$ cat config.mk
export PLATFORM = sky130hd
export DESIGN_NAME = led_fade_top
export DESIGN_NICKNAME = d
export VERILOG_FILES = /design/src/rtl/led_fade_pkg.sv /design/src/rtl/fade_chan_if.sv /design/src/rtl/toggle_debounce.sv /design/src/rtl/gamma_table.sv /design/src/rtl/led_fade_top.sv
export SDC_FILE = /design/constraint.sdc
export NUM_CORES = 1
export LEC_CHECK = 0
export ABC_AREA = 1
export CAP_MARGIN = 10
export CORE_MARGIN = 3
export CORE_UTILIZATION = 45
export CTS_BUF_LIST = sky130_fd_sc_hd__clkbuf_16
export DETAILED_ROUTE_END_ITERATION = 7
export DONT_BUFFER_PORTS = 1
export PLACE_DENSITY = 0.67
export SYNTH_ARGS = -nofsm -noshare
export SYNTH_HDL_FRONTEND = slang
export SYNTH_SLANG_ARGS = --single-unit
$ cat constraint.sdc
create_clock -name clk_in -period 12.1 [get_ports clk_in]
set_input_delay 0.605 -clock clk_in [delete_from_list [all_inputs] [get_ports clk_in]]
set_output_delay 0.605 -clock clk_in [all_outputs]
set_load 0.05 [all_outputs]
$ cat src/rtl/led_fade_pkg.sv
// Notes on behaviour
// (RQ1) both channels start off, no current
// (RQ2) debounced press turns an off channel on
// (RQ3) turn-on ramps current up over fade time
// (RQ4) press while on ramps current down, then off
// (RQ5) presses during a ramp reverse its direction
// (RQ6) toggle inputs debounced for about 37 ms
// (RQ7) debounce applies to press and release
// (RQ8) each fade walks 63 gamma-corrected levels
// (RQ9) one fade time, 2.5 us per ohm
// (RQ10) grounded fade pin: ramp in about 73 us
// (RQ11) level table 0 to 1000 per mille
// (RQ12) persistent short cuts channel to 20%
// (RQ13) above 130 C derate 3 percent per degree
// (RQ14) above 155 C force both channels off
// (RQ15) no restart until die below 135 C
// (RQ16) parallel outputs need shared toggle signal
// (RQ17) toggle level must hold for debounce window
// (RQ18) short must persist about 5 ms
// (RQ19) equal time per gamma step
package led_fade_pkg;

  // clock and time figures
  localparam int CLK_PERIOD_NS      = 100;
  localparam int DEBOUNCE_TIME_US   = 37000;
  localparam int DEBOUNCE_CYCLES    = (DEBOUNCE_TIME_US * 1000 + CLK_PERIOD_NS - 1)
                                      / CLK_PERIOD_NS;
  localparam int FAULT_PERSIST_US   = 5000;
  localparam int FAULT_CYCLES       = (FAULT_PERSIST_US * 1000 + CLK_PERIOD_NS - 1)
                                      / CLK_PERIOD_NS;
  localparam int FADE_US_PER_OHM_X10 = 25;    // 2.5 us per ohm
  localparam int INSTANT_RAMP_US    = 73;
  localparam int GAMMA_STEPS        = 63;
  // cycles per step for each kilo-ohm of fade resistor
  localparam int FADE_UNIT_CYCLES   = (FADE_US_PER_OHM_X10 * 100000)
                                      / (GAMMA_STEPS * CLK_PERIOD_NS);
  localparam int INSTANT_STEP_CYCLES = (INSTANT_RAMP_US * 1000)
                                      / (GAMMA_STEPS * CLK_PERIOD_NS);

  // counter widths
  localparam int DEB_W   = 19;
  localparam int FAULT_W = 16;
  localparam int UNIT_W  = 9;
  localparam int KOHM_W  = 10;
  localparam int LEVEL_W = 10;
  localparam int INDEX_W = 6;

  // levels in thousandths of the set current
  localparam logic [INDEX_W-1:0] INDEX_MAX   = 6'h3e;
  localparam logic [INDEX_W-1:0] INDEX_RESET = 6'h00;
  localparam logic [LEVEL_W-1:0] LEVEL_RESET = 10'h000;
  localparam logic [LEVEL_W-1:0] FULL_SCALE  = 10'h3e8;
  localparam logic [LEVEL_W-1:0] SHORT_LIMIT = 10'h0c8;   // 20 percent
  localparam logic [12:0]        FULL_SCALE_W = 13'h03e8;
  localparam logic [12:0]        ROLLOFF_SLOPE = 13'h001e; // 30 per mille per degree

  // die temperature thresholds in degrees C
  localparam logic [7:0] ROLLOFF_START_C = 8'h82;
  localparam logic [7:0] SHUTDOWN_C      = 8'h9b;
  localparam logic [7:0] RESTART_C       = 8'h87;

  localparam logic [LEVEL_W-1:0] GAMMA_LEVEL [0:62] = '{
    10'h000, 10'h002, 10'h004, 10'h006, 10'h008, 10'h00a, 10'h00c, 10'h010,
    10'h014, 10'h018, 10'h01c, 10'h020, 10'h024, 10'h02a, 10'h030, 10'h036,
    10'h03c, 10'h042, 10'h048, 10'h050, 10'h058, 10'h060, 10'h068, 10'h070,
    10'h078, 10'h082, 10'h08c, 10'h096, 10'h0a0, 10'h0aa, 10'h0b4, 10'h0c2,
    10'h0d0, 10'h0de, 10'h0ec, 10'h0fa, 10'h108, 10'h11a, 10'h12c, 10'h13e,
    10'h150, 10'h162, 10'h174, 10'h18a, 10'h1a0, 10'h1b6, 10'h1cc, 10'h1e2,
    10'h1f8, 10'h216, 10'h234, 10'h252, 10'h270, 10'h28e, 10'h2ac, 10'h2d2,
    10'h2f8, 10'h31e, 10'h344, 10'h36a, 10'h392, 10'h3bc, 10'h3e8
  };

  // gray order along off, rise, on, fall
  typedef enum logic [1:0] {
    CH_OFF  = 2'h0,
    CH_RISE = 2'h1,
    CH_ON   = 2'h3,
    CH_FALL = 2'h2
  } chan_mode_t;

  typedef struct packed {
    chan_mode_t          mode;
    logic [INDEX_W-1:0]  index;
    logic [FAULT_W-1:0]  fault_cnt;
    logic                fault;
    logic [LEVEL_W-1:0]  current;
  } chan_state_t;

endpackage

$ cat src/rtl/fade_chan_if.sv
`timescale 1ns/1ps
interface fade_chan_if;
  import led_fade_pkg::*;
  logic                raw_n;
  logic                pressed;
  logic                level_n;
  logic [INDEX_W-1:0]  index;
  logic [LEVEL_W-1:0]  level;

  modport debounce (input raw_n, output pressed, output level_n);
  modport table_rd (input index, output level);
  modport ctrl     (output raw_n, output index, input pressed, input level_n, input level);
endinterface

$ cat src/rtl/toggle_debounce.sv
`timescale 1ns/1ps
module toggle_debounce #(
  parameter int HOLD_CYCLES = led_fade_pkg::DEBOUNCE_CYCLES
) (
  input  wire logic         clk_in,
  input  wire logic         reset_in,
  fade_chan_if.debounce     port
);
  import led_fade_pkg::*;

  typedef struct packed {
    logic             level_n;
    logic [DEB_W-1:0] cnt;
    logic             pressed;
  } deb_state_t;

  deb_state_t s;
  deb_state_t next_s;

  // any change of the input restarts the hold count, so bounce never gets through
  always_comb begin
    next_s         = s;
    next_s.pressed = 1'b0;
    if (port.raw_n == s.level_n) begin
      next_s.cnt = '0;
    end else if (s.cnt == DEB_W'(HOLD_CYCLES - 1)) begin
      next_s.cnt     = '0;
      next_s.level_n = port.raw_n;       // RQ7
      next_s.pressed = ~port.raw_n;      // RQ6
    end else begin
      next_s.cnt = s.cnt + 1'b1;
    end
  end

  // released level at reset, so a button held through power-up toggles once the hold count completes
  always_ff @(posedge clk_in) begin
    if (reset_in) begin
      s <= '{level_n: 1'b1, cnt: '0, pressed: 1'b0};
    end else begin
      s <= next_s;
    end
  end

  assign port.pressed = s.pressed;
  assign port.level_n = s.level_n;
endmodule

$ cat src/rtl/gamma_table.sv
`timescale 1ns/1ps
module gamma_table (
  input  wire logic         clk_in,
  input  wire logic         reset_in,
  fade_chan_if.table_rd     port
);
  import led_fade_pkg::*;

  typedef struct packed {
    logic [LEVEL_W-1:0] level;
  } tab_state_t;

  tab_state_t s;
  tab_state_t next_s;

  // out-of-range index clamps to full scale rather than reading garbage
  always_comb begin
    next_s = s;
    if (port.index > INDEX_MAX) begin
      next_s.level = GAMMA_LEVEL[INDEX_MAX];
    end else begin
      next_s.level = GAMMA_LEVEL[port.index];   // RQ11
    end
  end

  always_ff @(posedge clk_in) begin
    if (reset_in) begin
      s <= '{level: LEVEL_RESET};
    end else begin
      s <= next_s;
    end
  end

  assign port.level = s.level;
endmodule

$ cat src/rtl/led_fade_top.sv
`timescale 1ns/1ps
module led_fade_top #(
  parameter int DEBOUNCE_HOLD = led_fade_pkg::DEBOUNCE_CYCLES,
  parameter int FAULT_HOLD    = led_fade_pkg::FAULT_CYCLES
) (
  input  wire logic                                clk_in,
  input  wire logic                                reset_in,
  input  wire logic [1:0]                          channel_toggle_input_n_in,
  input  wire logic [led_fade_pkg::KOHM_W-1:0]     fade_time_resistor_kohm_in,
  input  wire logic [1:0]                          short_detect_in,
  input  wire logic [7:0]                          die_temp_in,
  output logic      [1:0][led_fade_pkg::LEVEL_W-1:0] channel_current_out,
  output logic      [1:0]                          channel_sourcing_out,
  output logic      [1:0]                          channel_ramping_out,
  output logic      [1:0]                          short_fault_out,
  output logic                                     thermal_rolloff_out,
  output logic                                     thermal_shutdown_out
);
  import led_fade_pkg::*;

  typedef struct packed {
    chan_state_t [1:0]   ch;
    logic [UNIT_W-1:0]   unit_cnt;
    logic [KOHM_W-1:0]   kohm_cnt;
    logic                step;
    logic                shutdown;
    logic                rolloff;
    logic [LEVEL_W-1:0]  scale;
    logic [1:0]          sourcing;
    logic [1:0]          ramping;
  } top_state_t;

  top_state_t s;
  top_state_t next_s;

  logic [1:0]               pressed;
  logic [LEVEL_W-1:0]       level_rd [2];

  fade_chan_if chan_if [2] ();

  // one debouncer and one table reader per channel
  genvar g;
  generate
    for (g = 0; g < 2; g++) begin : gen_chan
      assign chan_if[g].raw_n = channel_toggle_input_n_in[g];
      assign chan_if[g].index = s.ch[g].index;
      assign pressed[g]       = chan_if[g].pressed;
      assign level_rd[g]      = chan_if[g].level;

      toggle_debounce #(
        .HOLD_CYCLES (DEBOUNCE_HOLD)
      ) u_debounce (
        .clk_in   (clk_in),
        .reset_in (reset_in),
        .port     (chan_if[g])
      );

      gamma_table u_gamma (
        .clk_in   (clk_in),
        .reset_in (reset_in),
        .port     (chan_if[g])
      );
    end
  endgenerate

  // next state of the whole block
  always_comb begin
    chan_state_t        c;
    logic [19:0]        prod;
    logic [LEVEL_W-1:0] lim;
    logic [12:0]        derate;
    logic               instant;
    logic               unit_wrap;
    c         = '0;
    prod      = '0;
    lim       = '0;
    derate    = '0;
    instant   = 1'b0;
    unit_wrap = 1'b0;
    next_s      = s;
    next_s.step = 1'b0;

    // shared step pacer: both channels and both directions use the same interval
    instant = (fade_time_resistor_kohm_in == '0);
    if (instant) begin
      next_s.kohm_cnt = '0;
      if (s.unit_cnt >= UNIT_W'(INSTANT_STEP_CYCLES - 1)) begin
        next_s.unit_cnt = '0;
        next_s.step     = 1'b1;                                  // RQ10
      end else begin
        next_s.unit_cnt = s.unit_cnt + 1'b1;
      end
    end else begin
      unit_wrap = (s.unit_cnt >= UNIT_W'(FADE_UNIT_CYCLES - 1));
      if (unit_wrap) begin
        next_s.unit_cnt = '0;
        // a resistor shrunk mid-count still wraps at once instead of running long
        if (s.kohm_cnt >= fade_time_resistor_kohm_in - 1'b1) begin
          next_s.kohm_cnt = '0;
          next_s.step     = 1'b1;                                // RQ9 RQ19
        end else begin
          next_s.kohm_cnt = s.kohm_cnt + 1'b1;
        end
      end else begin
        next_s.unit_cnt = s.unit_cnt + 1'b1;
      end
    end

    // thermal shutdown latch with recovery hysteresis
    if (die_temp_in > SHUTDOWN_C) begin
      next_s.shutdown = 1'b1;                                    // RQ14
    end else if (die_temp_in < RESTART_C) begin
      next_s.shutdown = 1'b0;                                    // RQ15
    end

    // linear rolloff factor in thousandths
    next_s.rolloff = (die_temp_in > ROLLOFF_START_C);
    if (next_s.rolloff) begin
      derate = {5'h00, die_temp_in - ROLLOFF_START_C} * ROLLOFF_SLOPE;   // RQ13
    end
    if (derate >= FULL_SCALE_W) begin
      next_s.scale = '0;
    end else begin
      next_s.scale = LEVEL_W'(FULL_SCALE_W - derate);
    end

    for (int i = 0; i < 2; i++) begin
      c = s.ch[i];

      // toggle sequencer; presses are honoured in every mode while shutdown is clear
      case (c.mode)
        CH_OFF: begin
          c.index = INDEX_RESET;
          // locked out while hot: a press is simply dropped
          if (pressed[i] && !s.shutdown) begin
            c.mode = CH_RISE;                                    // RQ2 RQ3
          end
        end
        CH_RISE: begin
          if (pressed[i]) begin
            c.mode = CH_FALL;                                    // RQ5
          end else if (s.step) begin
            c.index = c.index + 1'b1;                            // RQ8
            if (c.index == INDEX_MAX) begin
              c.mode = CH_ON;
            end
          end
        end
        CH_ON: begin
          if (pressed[i]) begin
            c.mode = CH_FALL;                                    // RQ4
          end
        end
        CH_FALL: begin
          if (pressed[i]) begin
            c.mode = CH_RISE;                                    // RQ5
          end else if (s.step) begin
            c.index = c.index - 1'b1;                            // RQ8
            if (c.index == INDEX_RESET) begin
              c.mode = CH_OFF;                                   // RQ4
            end
          end
        end
        default: begin
          c.mode  = CH_OFF;
          c.index = INDEX_RESET;
        end
      endcase

      // overtemperature wins over any toggle state
      if (s.shutdown) begin
        c.mode  = CH_OFF;                                        // RQ14
        c.index = INDEX_RESET;
      end

      // short persistence filter; clears as soon as the output recovers
      if (short_detect_in[i]) begin
        if (c.fault_cnt >= FAULT_W'(FAULT_HOLD - 1)) begin
          c.fault = 1'b1;                                        // RQ12 RQ18
        end else begin
          c.fault_cnt = c.fault_cnt + 1'b1;
        end
      end else begin
        c.fault_cnt = '0;
        c.fault     = 1'b0;                                      // RQ12
      end

      // table level scaled by rolloff, then clipped for a short
      prod = 20'(level_rd[i]) * 20'(s.scale);
      lim  = LEVEL_W'(prod / 20'h003e8);
      if (c.fault && (lim > SHORT_LIMIT)) begin
        lim = SHORT_LIMIT;                                       // RQ12
      end
      // the table read lags one cycle, so shutdown blanks the output directly
      if (s.shutdown) begin
        lim = '0;
      end
      c.current = lim;

      next_s.ch[i] = c;
      // decoded ahead of the register so the status pins never glitch on a mode change
      next_s.sourcing[i] = (c.mode != CH_OFF);
      next_s.ramping[i]  = (c.mode == CH_RISE) || (c.mode == CH_FALL);
    end
  end

  // power-up state: both channels off and dark
  always_ff @(posedge clk_in) begin
    if (reset_in) begin
      s <= '0;                                                   // RQ1
      for (int i = 0; i < 2; i++) begin
        s.ch[i].mode    <= CH_OFF;
        s.ch[i].index   <= INDEX_RESET;
        s.ch[i].current <= LEVEL_RESET;
      end
      s.scale <= FULL_SCALE;
    end else begin
      s <= next_s;
    end
  end

  // all outputs come from state flip-flops
  generate
    for (g = 0; g < 2; g++) begin : gen_out
      assign channel_current_out[g]  = s.ch[g].current;
      assign channel_sourcing_out[g] = s.sourcing[g];
      assign channel_ramping_out[g]  = s.ramping[g];
      assign short_fault_out[g]      = s.ch[g].fault;
    end
  endgenerate
  assign thermal_rolloff_out  = s.rolloff;
  assign thermal_shutdown_out = s.shutdown;
endmodule

# After elaboration in Yosys (flattened, before gate mapping)
# Memories as Yosys holds them, arrays and structs flattened.
# Index checks and enable logic that the tools add are counted.
# W data, S select, Z words.
dict set report totals {
  n_memories 2
  word_cells 183
  reg_bits 168
  in_bits 24
  latch_bits 0
  output_inout_bits 28
  ram_bits 0
  rom_bits 1280
}
# name depth width rd rd_ports_with_merged_regs write_ports line
set memory_table {}
lappend memory_table {{(no name shown)} 64 10 1 0 0 gamma_table.sv:22} ;# next_s.level = GAMMA_LEVEL[port.index];
lappend memory_table {{(no name shown)} 64 10 1 0 0 gamma_table.sv:22}
dict set report classes {
  n_eq_ne 24
  shift 0
  div 2
  bitwise 10
  n_lt_le_gt_ge 15
  multipliers 3
  muxes 49
  addsub 13
  n_reduce_logical 34
}
# operator n
set op_table {}
lappend op_table {{$mux W10} 8}
lappend op_table {{$mux W8} 8}
lappend op_table {{$div A20 B10 Y20 const B} 2}
lappend op_table {{$mul A10 B10 Y20} 2}
lappend op_table {{$add A19 B1 Y19 const B} 2}
lappend op_table {{$eq A19 B19 Y1 const B} 2}
lappend op_table {{$pmux W6 S3} 2}
lappend op_table {{$add A16 B1 Y16 const B} 2}
lappend op_table {{$ge A16 B16 Y1 const B} 2}
lappend op_table {{$mux W2} 12}
lappend op_table {{$mux W6} 4}
lappend op_table {{$gt A10 B8 Y1 const B} 2}
lappend op_table {{$mux W20} 1}
lappend op_table {{$mux W9} 2}
lappend op_table {{$reduce_or A3 Y1} 6}
lappend op_table {{$gt A8 B8 Y1 const B} 2}
lappend op_table {{$ne A2 B2 Y1 const B} 8}
lappend op_table {{$pmux W2 S4} 2}
lappend op_table {{$ge A7 B7 Y1 const B} 2}
lappend op_table {{$not A6 Y7} 2}
lappend op_table {{$reduce_or A2 Y1} 7}
lappend op_table {{$ge A13 B10 Y1 const B} 1}
lappend op_table {{$mux W13} 1}
lappend op_table {{$add A6 B1 Y6 const B} 2}
lappend op_table {{29 further kinds} 66}

# Logic depth before layout (Yosys ltp)
# Gate-level depths: netlist of run 1.
dict set report logic_depth {
  depth_word 9
  ltp_mapped 85
  ltp_nobuf 83
}

# By module
# A second synthesis of run 1 with hierarchy kept.
dict set report unflattened {
  hier_cells 3399
  hier_area_um2 21857.2
}
# mod cells_per_inst instances area_per_inst_um2
set by_module_without_submodules {}
lappend by_module_without_submodules {led_fade_top 2770 1 17692.0}
lappend by_module_without_submodules {toggle_debounce 149 2 1082.3}
lappend by_module_without_submodules {{gamma_table at gen_chan[1].u_gamma} 166 1 1011.0}
lappend by_module_without_submodules {{gamma_table at gen_chan[0].u_gamma} 165 1 989.7}

# Least setup slack after synthesis of run 1
# Ideal clock, no wire load.
dict set report synth_timing {
  path_type {register -> register}
  start {register s[7] in the netlist's numbering}
  end {register s, in the netlist channel_current_out[18]}
  slack_ps 2616
  path_stages_with_launch 78
  period_less_slack_ps 9484
  t_required_ps 12034
  n_path_buf 3
  arrival_ps 9419
  path_cell_list {dfxtp_1 -> clkbuf_1 -> clkbuf_1 -> nand2_1 -> fa_1 -> inv_1 -> fa_1 -> ha_1 -> inv_1 -> fa_1 -> inv_1 -> ha_1 -> ha_1 -> inv_1 -> fa_1 -> inv_1 -> nand3_1 -> nand2_1 -> (+42 left out) -> nand2_4 -> nand2_2 -> nand2_2 -> inv_2 -> nand2_4 -> inv_2 -> nand2_4 -> nand3_1 -> nand3_1 -> nand2_4 -> nor2_2 -> o21ai_2 -> nor2_2 -> xor2_1 -> nand3_1 -> nand2_2 -> nand2_4 -> nor2_1}
}
dict set report synth_between {
  elab_chain_cells 5
}
# item line
set synth_lines {}
lappend synth_lines {{start: declaration} led_fade_top.sv:33} ;# top_state_t s;
lappend synth_lines {{start signal: assignment} led_fade_top.sv:218} ;# s <= next_s;
lappend synth_lines {{$mul A10 B10 Y20 (*)} led_fade_top.sv:189} ;# prod = 20'(level_rd[i]) * 20'(s.scale);
lappend synth_lines {{$div A20 B10 Y20 (*)} led_fade_top.sv:190} ;# lim = LEVEL_W'(prod / 20'h003e8);
lappend synth_lines {{$gt A10 B8 Y1} led_fade_top.sv:191} ;# if (c.fault && (lim > SHORT_LIMIT)) begin
lappend synth_lines {{$logic_and A1 B1 Y1} led_fade_top.sv:191}
lappend synth_lines {{$reduce_or A3 Y1 (no source line)} -}
# Every way passes the cells marked *; elsewhere a longest branch is shown, timed or not.
# A chain may end at the register's enable or synchronous reset.

# Worst setup path in the final report of run 1
dict set report layout_timing {
  start {register s[12] in the netlist's numbering}
  end {register s, in the netlist channel_current_out[0]}
}
# The elaborated chain is that of the path after synthesis.

==> results.sh, run 1 <==
export IMPL_cts_num_sinks=165
export IMPL_vias_per_cell=5.079
export IMPL_required_ps=12460
export IMPL_ioPinCount=52
export IMPL_cp_start_kind="register"
export IMPL_area_delta_synth_final_pct=4.527
export IMPL_swShare_pct=37.12
export IMPL_p_clk_share_pct=34.1
export IMPL_grt_overflow_total=0
export IMPL_clock_path_buffers=2
export IMPL_p_sw_w=0.0005982
export IMPL_ys_types=69
export IMPL_clkTransAtPathRegs_ps=70
export IMPL_end_kind="register"
export IMPL_drtIter0Drc=1027
export IMPL_drc=0
export IMPL_die_area_sq_um=46910
export IMPL_grt_max_degree=28
export IMPL_hold_depth=1
export IMPL_hpwlAfterDp_um=36490
export IMPL_layout_commonest_cell="nand2_1"
export IMPL_synthAdderAreaFrac_pct=21.67
export IMPL_p_leak_nw=11.07
export IMPL_fin_tns_setup_ps=0
export IMPL_drv_cap=0
export IMPL_worstHoldPathType="in -> reg"
export IMPL_p_seq_share_pct=38.6
export IMPL_synth_warnings=0
export IMPL_dr_pass1_iters=5
export IMPL_num_rows=76
export IMPL_finalCritPeriodShare_pct=89.17
export IMPL_drv_slew=0
export IMPL_hold_viol_final=0
export IMPL_tightest_slew_ps=822.2
export IMPL_drt_total_wl_um=45130
export IMPL_antenna_found_initial=0
export IMPL_fp_dieH_um=216.6
export IMPL_comb_power_share_pct=27.2
export IMPL_syn_cell_area_sq_um=19960
export IMPL_max_slew_margin_rel_pct=44.68
export IMPL_die_w_um=216.6
export IMPL_cts_tree="built"
export IMPL_final_cell_mix="723 x nand2_1, 560 x inv_1, 252 x nor2_1"
export IMPL_vias=18160
export IMPL_r2r_cells=68
export IMPL_grt_setup_unrepaired="no"
export IMPL_place_congestion=0.8884
export IMPL_drive_above_1_share_pct=7.458
export IMPL_numPlacedInstances=3543
export IMPL_max_vdd_ir_drop_uv=170.7
export IMPL_crit_top_cell="nand2_1"
export IMPL_timing_fmax_mhz=92.68
export IMPL_htree_levels=4
export IMPL_synth_area_per_cell_sq_um=6.561
export IMPL_period_minus_slack_ps=10790
export IMPL_nNetsFinal=3280
export IMPL_num_antenna_cells=0
export IMPL_cp_max_fo=18
export IMPL_syn_num_nets=3345
export IMPL_muxShareOfSynthArea_pct=0.05015
export IMPL_synth_cells=3042
export IMPL_status="completed"
export IMPL_synth_main_ff_cell="dfxtp_1"
export IMPL_grt_pass1_wl_um=78670
export IMPL_fin_skew_ps=13.93
export IMPL_synthSimpleGateAreaFrac_pct=33.56
export IMPL_ys_seq_area_share_pct=16.55
export IMPL_grt_pass1_vias=17450
export IMPL_slowest_stage="dfxtp_1"
export IMPL_critical_path_max_stage_delay_ps=730
export IMPL_routedWlPerCell_um=12.62
export IMPL_power_density_nw_per_um2=77.26
export IMPL_grt_total_usage_pct=19.67
export IMPL_synth_compound_area_share_pct=10.84
export IMPL_async_flop_share_pct=0
export IMPL_start_util_pct=45.93
export IMPL_p_int_w=0.001014
export IMPL_io_buffer_count=0
export IMPL_worstPathArrival_ps=11150
export IMPL_synth_xor_area_share_pct=3.812
export IMPL_setup_violations=0
export IMPL_core_region_area_sq_um=43460
export IMPL_cts_inserted_buffers=17
export IMPL_antenna_left=0
export IMPL_r2r_setup_slack_ps=1310
export IMPL_root_buffer="clkbuf_16"
export IMPL_critPathKind="reg -> reg"
export IMPL_fin_cells=3575
export IMPL_clock_latency_ps=480
export IMPL_synth_seq_cells=165
export IMPL_synth_edf_count=0
export IMPL_synth_top_family_by_area="simple AND/OR/NAND/NOR gates"
-- cell type report --
type / instances / area, sq um
flip-flops and latches: 165 / 3308
clock inverters: 15 / 165.2
fillers: 4437 / 22600
multi-input cells: 2189 / 13960
inverters: 603 / 2267
well taps: 585 / 732.0
clock buffers: 17 / 425.4
repair buffers: 1 / 7.507
-- worst max-delay path, delay by kind of cell (launching register included) --
family                   cells  cell delay, ps
AO/OA/AOI/OAI                2             480
buffers and inverters        6             540
adder cells (fa/ha/maj)      6            2770
AND/OR/NAND/NOR             54            6150
flip-flops                   1             730
-- cells in the mapped netlist, types with 10 or more instances --
cell type | number | area share (%)
nor2_4 | 10 | 0.56
nand2_1 | 723 | 14
o21ai_0 | 111 | 2.8
a31oi_1 | 17 | 0.53
nor4_1 | 17 | 0.53
o22ai_1 | 10 | 0.31
nor3b_1 | 15 | 0.56
xor2_1 | 70 | 3.1
o21ai_1 | 20 | 0.50
nor2_1 | 252 | 4.7
clkbuf_1 | 56 | 1.1
dfxtp_1 | 165 | 17
o21bai_1 | 10 | 0.38
nor2_2 | 18 | 0.56
inv_1 | 560 | 11
ha_1 | 168 | 11
nand4_1 | 39 | 1.2
xnor2_1 | 15 | 0.66
inv_2 | 35 | 0.66
o21a_1 | 13 | 0.49
nand2_2 | 56 | 1.8
a21oi_1 | 117 | 2.9
o211ai_1 | 20 | 0.75
buf_4 | 26 | 0.98
nor3_1 | 57 | 1.4
nand2_4 | 19 | 1.1
fa_1 | 111 | 11
nand3_1 | 200 | 5.0
nand3_2 | 25 | 1.3
-- timing repair --
item | 4_1_cts | 5_1_grt
setup buffers | 0 | 0
setup endpoints to repair | 0 | 10
gates resized for setup | 0 | 4
hold buffers | 0 | 0
-- routing by layer --
layer,vias to the layer above,track usage [%],part of all wire [%]
li1,9445,-,-
met1,8310,25.03,47
met5,-,0,0
met4,0,5.231,1.3
met3,44,3.716,4.6
met2,360,34.17,48
-- state kept, by name, indices dropped and copies added, names as in the netlist --
name                              flops
chan_if.index                        12
channel_ramping_out                   2
thermal_rolloff_out                   1
thermal_shutdown_out                  1
s                                    65
channel_sourcing_out                  2
channel_current_out                  20
gen_chan.u_debounce.port.level_n      2
gen_chan.u_gamma.port.level          18
short_fault_out                       2
gen_chan.u_debounce.port.pressed      2
gen_chan.u_debounce.s                38
-- power by group through the flow --
stage / Sequential (W) / Clock [W] / Combinational [W]
2_1_floorplan: 0.000590 / 0 / 0.000387
3_3_place_gp: 0.000632 / 0 / 0.000431
3_5_place_dp: 0.000634 / 0 / 0.000436
4_1_cts: 0.000621 / 0.000570 / 0.000440
5_1_grt: 0.000628 / 0.000587 / 0.000515
6_report: 0.000622 / 0.000550 / 0.000439
-- final timing paths --
kind,startpoint,end
worst max-delay path,s[12]$_SDFF_PP1_,channel_current_out[0]$_SDFF_PP0_
worst min-delay path,reset_in,channel_sourcing_out[0]$_SDFF_PP0_
worst max register to register,s[12]$_SDFF_PP1_,channel_current_out[0]$_SDFF_PP0_
worst min register to register,gen_chan[0].u_debounce.s[1]$_SDFF_PP0_,gen_chan[0].u_debounce.s[1]$_SDFF_PP0_
-- logic make-up (layout without fill, tap and decap cells) --
logic type / after synthesis / in the layout
fa+ha+maj: 279 / 279
simple gates: 1458 / 1458
xor+xnor: 86 / 86
compound gates: 365 / 365
flops: 165 / 165
buf+inv: 688 / 636
mux: 1 / 1
-- per-stage QoR --
step / hold slack [ps] / worst slack [ps] / instance area [sq um] / total power, W / util, %
CTS: 157.7 / 1147 / 20860 / 0.001631 / 47.99
detailed placement: 439.7 / 1155 / 20270 / 0.001069 / 46.63
global placement: 430.0 / 1348 / 20270 / 0.001063 / 46.63
global route: 163.0 / 29.36 / 20860 / 0.001730 / 48.00
finish: 193.4 / 1311 / 20860 / 0.001612 / 48.00
floorplan: 417.6 / 2616 / 19960 / 0.0009769 / -
(Power assumes the default switching activity.)
==> run 2, diff against run 1 <==
--- a/config.mk
+++ b/config.mk
@@ -5,7 +5,6 @@
 export SDC_FILE = /design/constraint.sdc
 export NUM_CORES = 1
 export LEC_CHECK = 0
-export ABC_AREA = 1
 export CAP_MARGIN = 10
 export CORE_MARGIN = 3
 export CORE_UTILIZATION = 45
==> run 2 against run 1 <==
  * Sequential cell count stayed put
  * Combinational power is 58% lower
  * Worst setup slack worse by 740 ps
  * Clock-buffer cell count stayed put
  * First-iteration DRC count is 38% higher
  * Non-clock buffer count is 41 higher
  * Critical path type unchanged
  * Largest cell class unchanged
  * Largest power group unchanged
==> results.sh, run 2 <==
export IMPL_status="completed"
export IMPL_min_delay_start="channel_toggle_input_n_in[1]"
export IMPL_period_minus_slack_ps=11520
export IMPL_vias_per_cell=5.932
export IMPL_routedWlPerCell_um=16.20
export IMPL_drc=0
export IMPL_final_core_util_pct=48.28
export IMPL_cts_inserted_buffers=17
export IMPL_synth_area_per_cell_sq_um=7.895
export IMPL_required_ps=12450
export IMPL_synth_cells=2637
export IMPL_synth_commonest_cells="266 x nor2_1, 238 x nand2_1, 168 x ha_1"
export IMPL_layout_commonest_cell="nor2_1"
export IMPL_htree_levels=4
export IMPL_area_delta_synth_final_pct=5.679
export IMPL_grt_overflow_total=0
export IMPL_p_leak_nw=9.097
export IMPL_yosys_area_top_type="dfxtp_1"
export IMPL_die_area_sq_um=48880
export IMPL_fp_dieH_um=221.1
export IMPL_drtIter0Drc=1417
export IMPL_slowest_stage="fa_1"
export IMPL_setup_violations=0
export IMPL_fin_cells=3178
export IMPL_root_buffer="clkbuf_16"
export IMPL_endpoint="channel_current_out[0]$_SDFF_PP0_"
export IMPL_synth_edf_count=0
export IMPL_cts_num_sinks=165
export IMPL_place_congestion=0.8820
export IMPL_tightest_slew_ps=1181
export IMPL_max_slew_margin_rel_pct=21.14
export IMPL_synth_seq_cells=165
export IMPL_vias=18850
export IMPL_r2r_cells=40
export IMPL_hold_viol_final=0
export IMPL_dr_pass1_iters=5
export IMPL_antenna_left=0
export IMPL_timing_fmax_mhz=86.77
export IMPL_critPathKind="reg -> reg"
export IMPL_drt_total_wl_um=51480
export IMPL_placed_cell_area_sq_um=21130
export IMPL_finalCritPeriodShare_pct=95.25
export IMPL_hold_buffers=0
export IMPL_clock_path_buffers=2
export IMPL_clkTransAtPathRegs_ps=70
export IMPL_fillers=4389
export IMPL_num_rows=78
export IMPL_p_total_w=0.001302
export IMPL_die_w_um=221.1
export IMPL_cp_max_fo=12
export IMPL_io_buffer_count=0
export IMPL_worstPathArrival_ps=11870
export IMPL_r2r_end="channel_current_out[0]$_SDFF_PP0_"
export IMPL_largest_register_ffs=65
export IMPL_worstHoldPathType="in -> reg"
export IMPL_async_flop_share_pct=0
export IMPL_antenna_found_initial=2
export IMPL_final_cell_mix="263 x nor2_1, 238 x nand2_1, 168 x ha_1"
export IMPL_synth_top_area_share_pct=15.87
export IMPL_end_kind="register"
export IMPL_start_util_pct=45.68
export IMPL_nNetsFinal=2868
export IMPL_worstSetupStartpoint="s[7]$_SDFF_PP1_"
export IMPL_drive_above_1_share_pct=8.340
export IMPL_regMostFlops="s"
export IMPL_cp_start_kind="register"
export IMPL_synth_warnings=0
export IMPL_synth_main_ff_cell="dfxtp_1"
export IMPL_syn_cell_area_sq_um=20820
export IMPL_fin_skew_ps=10.74
export IMPL_critical_path_max_stage_delay_ps=550
export IMPL_core_region_area_sq_um=45580
export IMPL_crit_top_cell="fa_1"
export IMPL_drv_cap=0
export IMPL_fin_tns_setup_ps=0
export IMPL_clock_latency_ps=480
export IMPL_power_density_nw_per_um2=59.20
export IMPL_syn_num_nets=2940
export IMPL_ys_types=121
export IMPL_numPlacedInstances=3132
export IMPL_drv_slew=0
export IMPL_cts_tree="built"
export IMPL_final_cell_area_sq_um=22000
export IMPL_grt_pass1_wl_um=86690
export IMPL_grt_total_usage_pct=20.58
export IMPL_grt_pass1_vias=17940
export IMPL_max_vdd_ir_drop_uv=104.7
export IMPL_hpwlAfterDp_um=39360
export IMPL_synth_area_top_cells="dfxtp_1 16%, fa_1 11%, ha_1 10%"
export IMPL_grt_max_degree=45
export IMPL_ys_seq_area_share_pct=15.87
export IMPL_r2r_setup_slack_ps=580
export IMPL_yosysMostFrequentCell="nor2_1"
export IMPL_num_antenna_cells=0
export IMPL_ioPinCount=52
export IMPL_timing_rr_start="s[7]$_SDFF_PP1_"
run 2: cell count changes in the layout (fill, tap and decap cells not counted), moves of 27 or more:
cell,delta
and3_1,+35
a211oi_1,+28
nand2_1,-485
inv_1,-395
inv_2,-33
xnor2_1,+78
and2_1,+107
buf_4,+40
a21o_1,+27
nand3_1,-104
nand2_2,-56
run 2: kinds of logic (layout without fill, tap and decap cells):
group,after synthesis,after routing,synth area share (%)
XOR/XNOR,180,180,7.680
adder cells (fa/ha/maj),283,283,20.96
buffers and inverters,305,246,6.214
AND/OR/NAND/NOR,1015,1015,24.09
flip-flops,165,165,15.87
AO/OA/AOI/OAI,648,648,22.94
multiplexers,41,41,2.242
run 2: worst min path at each step:
| stage | end | slack, ps | cells after the start |
|---|---|---|---|
| after floorplan | s[62]$_SDFFE_PP0N_ | 430 | 2 |
| after global placement | s[62]$_SDFFE_PP0N_ | 440 | 2 |
| after detailed placement | s[62]$_SDFFE_PP0N_ | 450 | 2 |
| after CTS | gen_chan[1].u_debounce.port.pressed$_SDFF_PP0_ | 170 | 1 |
| after global routing | gen_chan[1].u_debounce.port.pressed$_SDFF_PP0_ | 170 | 1 |
| final | gen_chan[1].u_debounce.port.pressed$_SDFF_PP0_ | 200 | 1 |
run 2: critical path, delay by kind of cell, from the launching register on:
family | cells | cell delay [ps]
xor gates and xnor gates | 1 | 160
DFF | 1 | 440
and+or+nand+nor | 10 | 2400
AOI/OAI and AO/OA | 15 | 4170
adders and majority gates | 7 | 3090
muxes | 2 | 580
buffers and inverters | 5 | 530
run 2: layout make-up:
| cell class | instances | area (sq um) | area share [%] |
|---|---|---|---|
| multi-input combinational | 2167 | 16400 | 74.52 |
| sequential | 165 | 3317 | 15.08 |
| tap | 600 | 750.7 | 3.412 |
| inverter | 172 | 645.6 | 2.934 |
| clock buffer | 17 | 425.4 | 1.933 |
| timing repair buffer | 42 | 312.8 | 1.422 |
| clock inverter | 15 | 153.9 | 0.6995 |
run 2: layer usage:
| metal | vias up | part of all wire (%) | GRT usage [%] |
|---|---|---|---|
| met2 | 534 | 46 | 33.18 |
| met3 | 92 | 5.9 | 3.648 |
| met4 | 2 | 2.4 | 6.710 |
| met1 | 8999 | 46 | 28.00 |
| li1 | 9224 | - | - |
| met5 | - | 0.027 | 0 |
run 2: report_power, final:
group / switching [W] / internal, W
sequential: 0.0000231 / 0.000551
combinational: 0.000107 / 0.0000781
clock: 0.000268 / 0.000275
total: 0.000398 / 0.000904
run 2: repair_timing:
| item | CTS | global route |
|---|---|---|
| gates resized for setup | 0 | 50 |
| setup endpoints to repair | 0 | 14 |
| buffers inserted | 0 | 13 |
run 2: stage by stage:
step                      setup WS, ps  hold slack, ps
after global routing            -33.17           172.1
after global placement           469.9           443.8
after floorplan                   1341           429.1
after CTS                        271.3           166.9
final                            575.0           200.9
after detailed placement         328.4           454.7
